### src/core/byte_add_carry_unit_consts.vh
`ifndef BYTE_ADD_CARRY_UNIT_CONSTS_VH
`define BYTE_ADD_CARRY_UNIT_CONSTS_VH

// Opcodes, carry-add
`define OPC_ADC_RR      8'h12
`define OPC_ADC_R_IR    8'h13
`define OPC_ADC_REG     8'h14
`define OPC_ADC_IREG    8'h15
`define OPC_ADC_IMM     8'h16
// Opcodes, plain add
`define OPC_ADD_RR      8'h02
`define OPC_ADD_R_IR    8'h03
`define OPC_ADD_REG     8'h04
`define OPC_ADD_IREG    8'h05
`define OPC_ADD_IMM     8'h06

// Instruction lengths and cycle counts
`define LEN_SHORT       2'd2
`define LEN_LONG        2'd3
`define CYC_SHORT       3'd4
`define CYC_LONG        3'd6

// Flag positions in flag vectors
`define FLG_C           0
`define FLG_Z           1
`define FLG_S           2
`define FLG_V           3
`define FLG_D           4
`define FLG_H           5

// Addressing mode codes
`define MODE_WORK       3'h0
`define MODE_IND_WORK   3'h1
`define MODE_REG        3'h2
`define MODE_IND_FULL   3'h3
`define MODE_IMM        3'h4

// Reset values
`define RST_BYTE        8'h00
`define RST_FLAGS       6'h00

`endif

### src/core/add_result_stage.v
`timescale 1ns/1ps
`include "byte_add_carry_unit_consts.vh"

// Holds result and flags, loads them together
module add_result_stage (
    // Clock and reset
    input  wire       clk,
    input  wire       rstn,
    // Load side
    input  wire       load,
    input  wire [7:0] next_result,
    input  wire [5:0] next_flags,
    // Held values
    output reg  [7:0] result,
    output reg  [5:0] flags
);

    always @(posedge clk) begin
        if (!rstn) begin
            result <= `RST_BYTE;
            flags  <= `RST_FLAGS;
        end else if (load) begin
            result <= next_result;
            flags  <= next_flags;
        end
    end

endmodule // add_result_stage

### src/core/byte_add_carry_unit.v
//
// Contract
// - Carry-add sums dst, src and carry
// - Plain add sums dst and src only
// - Source operand is never written
// - Incoming carry chains multi-byte additions
// - Carry set on carry out of bit7
// - Zero set when result equals zero
// - Sign set when result bit7 is one
// - Overflow on same-sign inputs, opposite result
// - Decimal-adjust flag always cleared
// - Half-carry set on carry out of bit3
// - Carry-add opcodes 12..16 with lengths, cycles
// - Plain-add opcodes 02..06 with lengths, cycles
// - Long forms order operand bytes per mode
`timescale 1ns/1ps
`include "byte_add_carry_unit_consts.vh"

module byte_add_carry_unit (
    // Clock and reset
    input  wire       clk,
    input  wire       rstn,
    // Instruction from sequencer
    input  wire       start,
    input  wire [7:0] opcode,
    input  wire [7:0] operand1,
    input  wire [7:0] operand2,
    // Operand values from register file
    input  wire [7:0] dst_value,
    input  wire [7:0] src_value,
    input  wire       carry_in,
    // Decode outputs
    output reg        decode_valid,
    output reg        decode_illegal,
    output reg        with_carry,
    output reg  [2:0] src_mode,
    output reg  [2:0] dst_mode,
    output reg  [1:0] instr_bytes,
    output reg  [2:0] instr_cycles,
    output reg  [7:0] dst_addr,
    output reg  [7:0] src_addr,
    output reg  [7:0] imm_value,
    // Results
    output reg        busy,
    output reg        done,
    output reg        dst_write,
    output reg  [7:0] dst_write_addr,
    output wire [7:0] result,
    output wire       flag_c,
    output wire       flag_z,
    output wire       flag_s,
    output wire       flag_v,
    output wire       flag_d,
    output wire       flag_h
);

    // Decode helpers
    function is_add_op;
        input [7:0] op;
        begin
            is_add_op = (op >= `OPC_ADD_RR && op <= `OPC_ADD_IMM) ||
                        (op >= `OPC_ADC_RR && op <= `OPC_ADC_IMM);
        end
    endfunction

    function [2:0] src_mode_of;
        input [7:0] op;
        begin
            case (op[3:0])
                4'h2:    src_mode_of = `MODE_WORK;
                4'h3:    src_mode_of = `MODE_IND_WORK;
                4'h4:    src_mode_of = `MODE_REG;
                4'h5:    src_mode_of = `MODE_IND_FULL;
                4'h6:    src_mode_of = `MODE_IMM;
                default: src_mode_of = `MODE_WORK;
            endcase
        end
    endfunction

    function is_long_mode;
        input [2:0] mode;
        begin
            is_long_mode = (mode == `MODE_REG) || (mode == `MODE_IND_FULL) ||
                           (mode == `MODE_IMM);
        end
    endfunction

    function [2:0] cycles_of;
        input [2:0] mode;
        begin
            if (mode == `MODE_WORK) begin
                cycles_of = `CYC_SHORT;
            end else begin
                cycles_of = `CYC_LONG;
            end
        end
    endfunction

    function [1:0] bytes_of;
        input three_byte;
        begin
            if (three_byte) begin
                bytes_of = `LEN_LONG;
            end else begin
                bytes_of = `LEN_SHORT;
            end
        end
    endfunction

    localparam ST_IDLE = 2'b00;
    localparam ST_EXEC = 2'b01;
    localparam ST_DONE = 2'b10;

    reg  [1:0] state;
    reg  [2:0] count;
    reg        op_carry;
    reg  [7:0] op_dst_addr;
    reg        latch_carry;
    reg  [7:0] dst_latched;
    reg  [7:0] src_latched;

    wire [2:0] mode_now  = src_mode_of(opcode);
    wire       long_now  = is_long_mode(mode_now);
    wire [7:0] adc_base  = `OPC_ADC_RR;
    wire       carry_now = (opcode[7:4] == adc_base[7:4]);
    wire [2:0] cyc_now   = cycles_of(mode_now);

    // Field split of operand bytes
    reg  [7:0] next_dst_addr;
    reg  [7:0] next_src_addr;
    reg  [7:0] next_imm;
    always @* begin
        next_dst_addr = `RST_BYTE;
        next_src_addr = `RST_BYTE;
        next_imm      = `RST_BYTE;
        case (mode_now)
            `MODE_WORK, `MODE_IND_WORK: begin
                next_dst_addr = {4'h0, operand1[7:4]};
                next_src_addr = {4'h0, operand1[3:0]};
            end
            `MODE_REG, `MODE_IND_FULL: begin
                next_src_addr = operand1;
                next_dst_addr = operand2;
            end
            `MODE_IMM: begin
                next_dst_addr = operand1;
                next_imm      = operand2;
            end
            default: begin
                next_dst_addr = `RST_BYTE;
            end
        endcase
    end

    // Arithmetic, ripple chain with carries out of bit 3 and bit 7
    wire       cin       = op_carry & latch_carry;
    wire [8:0] chain;
    wire [7:0] sum;
    assign chain[0] = cin;
    genvar b;
    generate
        for (b = 0; b < 8; b = b + 1) begin : g_bit
            assign sum[b]     = dst_latched[b] ^ src_latched[b] ^ chain[b];
            assign chain[b+1] = (dst_latched[b] & src_latched[b]) |
                                (chain[b] & (dst_latched[b] ^ src_latched[b]));
        end
    endgenerate
    wire       carry_out = chain[8];
    wire       half_out  = chain[4];
    wire       same_sign = (dst_latched[7] == src_latched[7]);
    wire       sign_flip = (sum[7] != dst_latched[7]);

    reg  [5:0] next_flags;
    always @* begin
        next_flags = `RST_FLAGS;
        next_flags[`FLG_C] = carry_out;
        next_flags[`FLG_Z] = (sum == 8'h00);
        next_flags[`FLG_S] = sum[7];
        next_flags[`FLG_V] = same_sign && sign_flip;
        next_flags[`FLG_D] = 1'b0;
        next_flags[`FLG_H] = half_out;
    end

    wire       finish = (state == ST_EXEC) && (count == 3'd1);
    wire [5:0] flags;

    add_result_stage u_stage (
        .clk         (clk),
        .rstn        (rstn),
        .load        (finish),
        .next_result (sum),
        .next_flags  (next_flags),
        .result      (result),
        .flags       (flags)
    );

    assign flag_c = flags[`FLG_C];
    assign flag_z = flags[`FLG_Z];
    assign flag_s = flags[`FLG_S];
    assign flag_v = flags[`FLG_V];
    assign flag_d = flags[`FLG_D];
    assign flag_h = flags[`FLG_H];

    // Sequencing
    wire       take   = (state == ST_IDLE) && start && is_add_op(opcode);
    wire       refuse = (state == ST_IDLE) && start && !is_add_op(opcode);

    reg  [1:0] next_state;
    reg  [2:0] next_count;
    always @* begin
        next_state = state;
        next_count = count;
        case (state)
            ST_IDLE: begin
                if (take) begin
                    next_state = ST_EXEC;
                    next_count = cyc_now - 3'd1;
                end
            end
            ST_EXEC: begin
                next_count = count - 3'd1;
                if (finish) begin
                    next_state = ST_DONE;
                end
            end
            ST_DONE: begin
                next_state = ST_IDLE;
            end
            default: begin
                next_state = ST_IDLE;
            end
        endcase
    end

    always @(posedge clk) begin
        if (!rstn) begin
            state <= ST_IDLE;
            count <= 3'd0;
        end else begin
            state <= next_state;
            count <= next_count;
        end
    end

    // Decode fields held until the next accepted instruction; decode_valid and decode_illegal pulse for one cycle
    always @(posedge clk) begin
        if (!rstn) begin
            decode_valid   <= 1'b0;
            decode_illegal <= 1'b0;
            with_carry     <= 1'b0;
            src_mode       <= `MODE_WORK;
            dst_mode       <= `MODE_WORK;
            instr_bytes    <= 2'd0;
            instr_cycles   <= 3'd0;
            dst_addr       <= `RST_BYTE;
            src_addr       <= `RST_BYTE;
            imm_value      <= `RST_BYTE;
        end else begin
            decode_valid   <= take;
            decode_illegal <= refuse;
            if (take) begin
                with_carry   <= carry_now;
                src_mode     <= mode_now;
                dst_mode     <= long_now ? `MODE_REG : `MODE_WORK;
                instr_bytes  <= bytes_of(long_now);
                instr_cycles <= cyc_now;
                dst_addr     <= next_dst_addr;
                src_addr     <= next_src_addr;
                imm_value    <= next_imm;
            end
        end
    end

    // Operand capture at the take edge
    always @(posedge clk) begin
        if (!rstn) begin
            op_carry    <= 1'b0;
            op_dst_addr <= `RST_BYTE;
            latch_carry <= 1'b0;
            dst_latched <= `RST_BYTE;
            src_latched <= `RST_BYTE;
        end else if (take) begin
            op_carry    <= carry_now;
            op_dst_addr <= next_dst_addr;
            latch_carry <= carry_in;
            dst_latched <= dst_value;
            src_latched <= (mode_now == `MODE_IMM) ? operand2 : src_value;
        end
    end

    // Completion strobes done and dst_write one cycle wide; busy held from take to finish
    always @(posedge clk) begin
        if (!rstn) begin
            busy           <= 1'b0;
            done           <= 1'b0;
            dst_write      <= 1'b0;
            dst_write_addr <= `RST_BYTE;
        end else begin
            done      <= finish;
            dst_write <= finish;
            if (take) begin
                busy <= 1'b1;
            end else if (finish) begin
                busy <= 1'b0;
            end
            if (finish) begin
                dst_write_addr <= op_dst_addr;
            end
        end
    end

endmodule // byte_add_carry_unit

### config.mk
export PLATFORM = sky130hd
export DESIGN_NAME = byte_add_carry_unit
export DESIGN_NICKNAME = d
export VERILOG_FILES = /design/src/core/add_result_stage.v /design/src/core/byte_add_carry_unit.v
export VERILOG_INCLUDE_DIRS = /design/src /design/src/core
export SDC_FILE = /design/constraint.sdc
export NUM_CORES = 1
export LEC_CHECK = 0
export ABC_CLOCK_PERIOD_IN_PS = 9300
export BUFFER_PORTS_ARGS = -buffer_cell sky130_fd_sc_hd__buf_2
export CORE_MARGIN = 2
export CORE_UTILIZATION = 45
export DETAILED_ROUTE_END_ITERATION = 12
export PLACE_DENSITY = 0.69
export SLEW_MARGIN = 5
export SYNTH_ARGS = -nofsm -noshare
export SYNTH_HDL_FRONTEND = slang
export SYNTH_SLANG_ARGS = --single-unit
### constraint.sdc
create_clock -name clk -period 9.3 [get_ports clk]
set_input_delay 1.395 -clock clk [delete_from_list [all_inputs] [get_ports clk]]
set_output_delay 1.395 -clock clk [all_outputs]
set_load 0.01 [all_outputs]
==> metrics.md, run 1 <==
| Metric | Value |
|---|---|
| IO Port Bufs | about 100 |
| Storage cell area | 1541 sq um |
| Final layout net count | between 500 and 600 |
| Post-synth EDFFs | 0 |
| Synth top cells by count | 92 x nand2_1, 77 x dfxtp_1, 49 x a21oi_1 |
| Async set or reset register ratio after synthesis | 0 |
| Hold buffer count at cts | 0 |
| Hold Path Class | reg2reg |
| Most common cell in the netlist | nand2_1 |
| Fillers | about 700 |
| Crit path kind | reg2reg |
| Final Hold Viols | 0 |
| Synthesized area | around 3300 sq um |
| Initial antenna violation count | 0 |
| Startpoint Class | flip-flop |
| Postcts setup bufs | 0 |
| Worst-skew pair later-pin latency | 0.35 ns |
| Area share of and/or/nand/nor cells after synthesis | 0.2214 |
| Clock share of power | 0.406 |
| Max cap viols | 0 |
| Multi-input logic area | 1570 sq um |
| Row cnt | 31 |
| Largest net degree at the start of global routing | 59 |
| Global-route wire length before repair | ~13,000 um |
| CTS tree | built |
| Pwr Total | between 0.6 and 0.7 mW |
| DRC | 0 |
| Syn avg cell area | 8.607 sq um |
| Register share of total power | 0.527 |
| # H-tree levels | 3 |
| GR Util All Layers | 0.1998 |
| Sw power | between 0.15 and 0.2 mW |
| Place WS | ~5.4 ns |
| GRT overflow | 0 |
| Maximum buffer depth of the clock tree | 2 |
| End point of the critical path | u_stage.flags[3]$_SDFFE_PN0P_ |
| DIE WIDTH | 90.15 um |
| # IOs | roughly 110 |
| Worst reg2reg path depth | 17 |
| Final worst setup slack | 5.377 ns |
| DIE AREA | 8126 sq um |
| TritonCTS buffer count | 9 |
| Post-route minimum period | 3.923 ns |
| Clock Skew | between 0.008 and 0.009 ns |
| Synth Warn # | 0 |
| GR Util met3 | 0.05700 |
| Layout area overhead | 20.04% |
| Number of global-route vias before repair | approximately 2,700 |
| Max VDD drop | between 0.1 and 0.15 mV |
| Worst-path clk slew | roughly 0.080 ns |
| Final ANT Viol Nets | 0 |
| Pint | between 0.4 and 0.5 mW |
| Synth Area in Compound Gates | 0.1720 |
| Status | completed |
| Area contributors post-synth | dfxtp_1 46%, nand2_1 10%, a21oi_1 7.3%, fa_1 4.8%, a311oi_2 3.6% |
| Setup TNS Final | 0 ns |
| Root Buffer | clkbuf_8 |
| Top cell type's share of synthesized area | 0.4616 |
| P_leak | ~1.6 nW |
| #FFs+latches synth | 77 |
| Core area | ~7200 sq um |
| Critical Path End Type | flip-flop |
| Wirelength, routed | about 8000 um |
| Sequential cell area fraction in the yosys report | 0.4616 |
| Post-DR wirelength/cell | around 14 um |
| CTS Sinks | 77 |
| Die height | 90.15 um |
| Gate power share | 0.067 |
| Final HPWL DP | between 5000 and 6000 um |
| Fmax | 254.9 MHz |
| Capturing point of the worst reg2reg path | u_stage.flags[3]$_SDFFE_PN0P_ |
| Worst r2r src | op_carry$_SDFFE_PN0P_ |
| Adder-cell area share of the yosys netlist | 0.05920 |
| Crit share post-route | 0.4218 |
| Syn Inst Count | around 390 |
| Vias/cell | 5.077 |
| Layout cell share with drive strength beyond 1 | 0.2821 |
| Critical Path Start | op_carry$_SDFFE_PN0P_ |
| Initial Util | 0.4629 |
| First-pass DRT Iterations | 4 |
| Number of DRC markers in iteration 0 | roughly 120 |
| Worst path arrival time | a little over 4 ns |
| Met1 GRT Util | 0.2775 |
| Synth cell types | 38 |
| Post-synthesis xor/xnor area fraction | 0.007868 |
| CTS resizes | 0 |
| Worst slew pin tran | between 1 and 1.5 ns |
| Diodes inserted | 0 |
| Multiplexer share of the synthesized area | 0 |
| FF-to-FF setup slack | roughly 5.4 ns |
| Worst path required time | roughly 9.5 ns |
| Final Slew Violations | 0 |
| Largest area contributor in the netlist | dfxtp_1 |
| Via count | ~2,900 |
| RD Place Congestion | between 0.8 and 0.9 |
| Crit Path Max Fanout | 3 |
| Unrepaired setup endpoints after global routing | no |
| Setup violations, final | 0 |
| Layer with the highest usage | met2 |
| Slew HR | 0.2629 |
| Main synth FF type | dfxtp_1 |
| Met2 usage in global routing | 0.3008 |
| Largest family of logic cells by synthesized area | simple AND/OR/NAND/NOR gates |
| Switching share of power | 0.2426 |
| Pwr Density | about 160 nW/um^2 |
cell usage in the layout (no fill, tap or decap), drive strengths merged, types with 3 or more instances in the layout:
| cell type | count |
|---|---|
| conb | 4 |
| a222oi | 4 |
| a311oi | 8 |
| ha | 3 |
| buf | 104 |
| inv | 15 |
| nor3 | 8 |
| a211oi | 8 |
| clkbuf | 11 |
| a21oi | 49 |
| nand2b | 5 |
| nand3 | 20 |
| nor2 | 30 |
| dfxtp | 77 |
| nand2 | 92 |
| a221oi | 4 |
| fa | 8 |
state kept, by name (all words and copies together), names as in the netlist:
name and cells:
u_stage.result 7, imm_value 8, dst_latched 8, src_mode 3, src_addr 8, op_dst_addr 8
state 2, u_stage.flags 5, op_carry 1, decode_illegal 1, busy 1, latch_carry 1
dst_write_addr 8, dst_write 1, src_latched 8, instr_cycles 1, decode_valid 1, count 3
instr_bytes 2
layout make-up:
| class | count | share of cell area |
|---|---|---|
| inverter | 13 | 0.01217 |
| clock inverter | 5 | 0.01436 |
| timing repair buffer | 104 | 0.1311 |
| tap | 99 | 0.03090 |
| multi-input combinational | 265 | 0.3917 |
| sequential | 77 | 0.3845 |
| clock buffer | 11 | 0.03527 |
worst min path at each step:
stage / from / end / cells past startpoint
floorplan: dst_latched[0]$_SDFFE_PN0P_ / dst_latched[0]$_SDFFE_PN0P_ / 2
global placement: src_addr[7]$_SDFFE_PN0P_ / src_addr[7]$_SDFFE_PN0P_ / 2
detailed placement: busy$_SDFFE_PN0P_ / busy$_SDFFE_PN0P_ / 2
CTS: busy$_SDFFE_PN0P_ / busy$_SDFFE_PN0P_ / 2
global route: busy$_SDFFE_PN0P_ / busy$_SDFFE_PN0P_ / 2
finish: busy$_SDFFE_PN0P_ / busy$_SDFFE_PN0P_ / 2
critical path, stage by stage (launching register included):
cell and delay (ns):
dfxtp_1 0.33, nand2_1 0.09, fa_1 0.16, inv_1 0.05, fa_1 0.37, fa_1 0.40, fa_1 0.42, inv_1 0.09
fa_1 0.15, inv_1 0.05, fa_1 0.38, fa_1 0.37, inv_1 0.07, fa_1 0.46, xor2_1 0.15, nor3_1 0.06
a21oi_1 0.15, nor2_1 0.06
routing by layer:
metal | part of all wire | up-vias | wire length, um
li1 | - | 1472 | -
met1 | 0.48 | 1337 | 3852
met2 | 0.43 | 94 | 3475
met3 | 0.067 | 11 | 538
met4 | 0.016 | 0 | 127
met5 | 0 | - | 0
power by group through the flow:
| stage | clock, mW | combinational, mW | sequential, mW |
|---|---|---|---|
| after global placement | 0 | 0.0416 | 0.342 |
| after global routing | 0.276 | 0.0467 | 0.335 |
| final | 0.258 | 0.0423 | 0.335 |
| after detailed placement | 0 | 0.0422 | 0.342 |
| after CTS | 0.261 | 0.0424 | 0.335 |
| after floorplan | 0 | 0.0245 | 0.343 |
per-stage QoR:
stage	area (sq um)	instances	util	hold slack [ns]
final	4009	574	0.5557	0.4513
after CTS	4009	574	0.5557	0.4553
after global routing	4009	574	0.5557	0.4744
after global placement	3810	558	0.5281	0.4377
after detailed placement	3810	558	0.5281	0.4445
after floorplan	3351	391	-	0.4363
cells by family (layout without fill, tap and decap cells):
kind of cell | Yosys count | count (layout)
adders and majority gates | 11 | 11
other | 1 | 4
buffers and inverters | 49 | 133
AOI/OAI and AO/OA | 82 | 82
and+or+nand+nor | 165 | 165
DFF | 77 | 77
xor gates and xnor gates | 3 | 3
No activity file was read; power rests on OpenSTA's default activity.
==> inputs of run 2 (changes only) <==
--- a/config.mk
+++ b/config.mk
@@ -6,7 +6,7 @@
 export SDC_FILE = /design/constraint.sdc
 export NUM_CORES = 1
 export LEC_CHECK = 0
-export ABC_CLOCK_PERIOD_IN_PS = 9300
+export ABC_CLOCK_PERIOD_IN_PS = 3800
 export BUFFER_PORTS_ARGS = -buffer_cell sky130_fd_sc_hd__buf_2
 export CORE_MARGIN = 2
 export CORE_UTILIZATION = 45
==> constraint.sdc (replaced) <==
create_clock -name clk -period 3.8 [get_ports clk]
set_input_delay 0.57 -clock clk [delete_from_list [all_inputs] [get_ports clk]]
set_output_delay 0.57 -clock clk [all_outputs]
set_load 0.01 [all_outputs]
==> run 2 against run 1 <==
Net effect:
- clock skew shrank 0.0018 ns
- design area grew 1.2%
- via count grew 2.0%
- core utilization grew 0.64 points
- die area is the same
- highest routed layer unchanged
- maximum frequency grew 6.2%
- global-route usage is essentially flat
- critical path type unchanged
- worst hold slack gained 0.00096 ns
- clock power grew 130%
- non-clock buffer count grew 5
- worst setup slack lost 5.3 ns
==> metrics.md, run 2 (synthesis results as in run 1) <==
| Metric | Value |
|---|---|
| Final worst setup slack | 0.1055 ns (-5.271 ns) |
| Final Hold Viols | 0 (unchanged) |
| Layout cell share with drive strength beyond 1 | 0.3042 (+0.02206) |
| Pwr Total | 1.529 mW (+140%) |
| First-pass DRT Iterations | 6 (+2) |
| Commonest non-fill, non-tap cell in the layout | buf_2 |
| Clock share of power | 0.396 (-0.010) |
| GR Util All Layers | 0.1998 (about the same) |
| Worst-path clk slew | 0.08 ns (about the same) |
| Number of DRC markers in iteration 0 | 189 (+62%) |
| Fillers | 697 (-2.1%) |
| Worst slew pin tran | 0.8958 ns (-0.2098 ns) |
| Post-DR wirelength/cell | 14.26 um (+2.4%) |
| Sw power | 0.3563 mW (+130%) |
| DRC | 0 (unchanged) |
| Unrepaired setup endpoints after global routing | yes |
| Root Buffer | clkbuf_8 |
| RD Place Congestion | 0.7893 (-3.0%) |
| # IOs | 107 (unchanged) |
| # H-tree levels | 3 (unchanged) |
| TritonCTS buffer count | 9 (unchanged) |
| Pint | 1.173 mW (+140%) |
| Post-route minimum period | 3.694 ns (-0.2286 ns) |
| IO Port Bufs | 102 (unchanged) |
| Vias/cell | 5.131 (+1.1%) |
| Fmax | 270.7 MHz (+6.2%) |
| Crit Path Max Fanout | 3 (unchanged) |
| Number of global-route vias before repair | 2,724 (+2.4%) |
| CTS Sinks | 77 (unchanged) |
| Worst path required time | 4.00 ns (-5.53 ns) |
| Critical Path End Type | flip-flop |
| Layout area overhead | 21.43% |
| Startpoint Class | flip-flop |
| Crit share post-route | 0.9722 (+0.5504) |
| GRT overflow | 0 (unchanged) |
| Largest net degree at the start of global routing | 52 (-12%) |
| Slew HR | 0.4022 (+0.1392) |
| Max VDD drop | 0.1806 mV (+63%) |
| Initial Util | 0.4629 (unchanged) |
| Register share of total power | 0.536 (+0.009) |
| Setup violations, final | 0 (unchanged) |
| Worst-skew pair later-pin latency | 0.34 ns (about the same) |
| Setup TNS Final | 0 ns (unchanged) |
| DP Area | 3840 sq um (+0.79%) |
| Die height | 90.15 um (unchanged) |
| Worst path arrival time | 3.89 ns (-0.26 ns) |
| Place WS | -0.1272 ns (-5.556 ns) |
| Core area | 7214 sq um (unchanged) |
| Max cap viols | 0 (unchanged) |
| Design Area, Final | 4055 sq um (+1.2%) |
| DIE WIDTH | 90.15 um (unchanged) |
| DIE AREA | 8126 sq um (unchanged) |
| Switching share of power | 0.2330 (-0.009629) |
| Via count | 2,971 (+2.0%) |
| Status | completed |
| Final HPWL DP | 6008 um (+6.5%) |
| Maximum buffer depth of the clock tree | 2 (unchanged) |
| Final Slew Violations | 0 (unchanged) |
| Most frequent cells in the layout | 102 x buf_2, 92 x nand2_1, 77 x dfxtp_1 |
| Gate power share | 0.068 (about the same) |
| Dpl cells | 562 (+0.72%) |
| Wirelength, routed | 8257 um (+3.3%) |
| Hold Path Class | reg2reg |
| Hold buffer count at cts | 0 (unchanged) |
| Final layout net count | 530 (+0.95%) |
| Pwr Density | 377.1 nW/um^2 (+140%) |
| Final ANT Viol Nets | 0 (unchanged) |
| Final cell count without fillers | 579 (+0.87%) |
| Clock Skew | 0.006680 ns (-0.001810 ns) |
| Row cnt | 31 (unchanged) |
| CTS tree | built |
| Crit path kind | reg2reg |
| Diodes inserted | 0 (unchanged) |
| Initial antenna violation count | 0 (unchanged) |
| P_leak | 1.654 nW (+0.45%) |
| Global-route wire length before repair | 13,220 um (+0.16%) |
-- run 2: cell count changes in the layout (fill, tap and decap cells not counted), sizes merged --
cell,previous run,this run
buf,104,109
clkbuf,11,12
clkinvlp,0,1
inv,15,13
-- run 2: worst max-delay path, cell delays in order, from the launching register on --
cell     delay [ns]
dfxtp_1        0.32
nand2_1        0.08
fa_1           0.16
inv_1          0.05
fa_2           0.33
fa_2           0.34
fa_2           0.36
inv_2          0.07
fa_1           0.15
inv_1          0.05
fa_2           0.35
fa_2           0.34
inv_2          0.07
fa_2           0.46
xor2_1         0.15
nor3_1         0.06
a21oi_1        0.16
nor2_1         0.06
-- run 2: path summary, 6_finish.rpt --
path	start	end	slack [ns]	depth (start not counted)
worst min register to register	busy$_SDFFE_PN0P_	busy$_SDFFE_PN0P_	0.45	2
worst max register to register	op_carry$_SDFFE_PN0P_	u_stage.flags[3]$_SDFFE_PN0P_	0.11	17
worst max-delay path	op_carry$_SDFFE_PN0P_	u_stage.flags[3]$_SDFFE_PN0P_	0.11	17
worst min-delay path	busy$_SDFFE_PN0P_	busy$_SDFFE_PN0P_	0.45	2
-- run 2: layout make-up --
cell class / instances / area [sq um] / area share
Timing Repair Buffer: 109 / 563.0 / 0.1388
Multi-Input combinational cell: 265 / 1585 / 0.3909
Inverter: 13 / 48.80 / 0.01203
Clock buffer: 12 / 145.1 / 0.03579
Tap cell: 99 / 123.9 / 0.03055
Clock inverter: 4 / 47.55 / 0.01172
Sequential cell: 77 / 1541 / 0.3801
-- run 2: timing repair --
item,in CTS,in global routing
setup endpoints to repair,2,2
pin swaps,2,2
hold endpoints to repair,0,0
resized for setup,5,3
buffers inserted,0,1
-- run 2: power by group through the flow --
stage	sequential [mW]	combinational [mW]	clock, mW
after detailed placement	0.838	0.102	0
after global routing	0.820	0.113	0.657
final	0.820	0.104	0.606
after CTS	0.819	0.103	0.615
after global placement	0.838	0.101	0
after floorplan	0.838	0.0599	0
-- run 2: per-stage QoR --
| stage | hold WS (ns) | utilization |
|---|---|---|
| finish | 0.4523 | 0.5621 |
| global route | 0.4627 | 0.5621 |
| CTS | 0.4564 | 0.5604 |
| detailed placement | 0.4417 | 0.5323 |
| global placement | 0.4381 | 0.5323 |
| floorplan | 0.4363 | - |
-- run 2: metal layers --
layer / GRT usage / vias up / wire (um)
met5: 0 / - / 0
met4: 0.07821 / 0 / 161
met3: 0.04946 / 13 / 593
met2: 0.3114 / 107 / 3802
met1: 0.2676 / 1372 / 3699
li1: - / 1479 / -
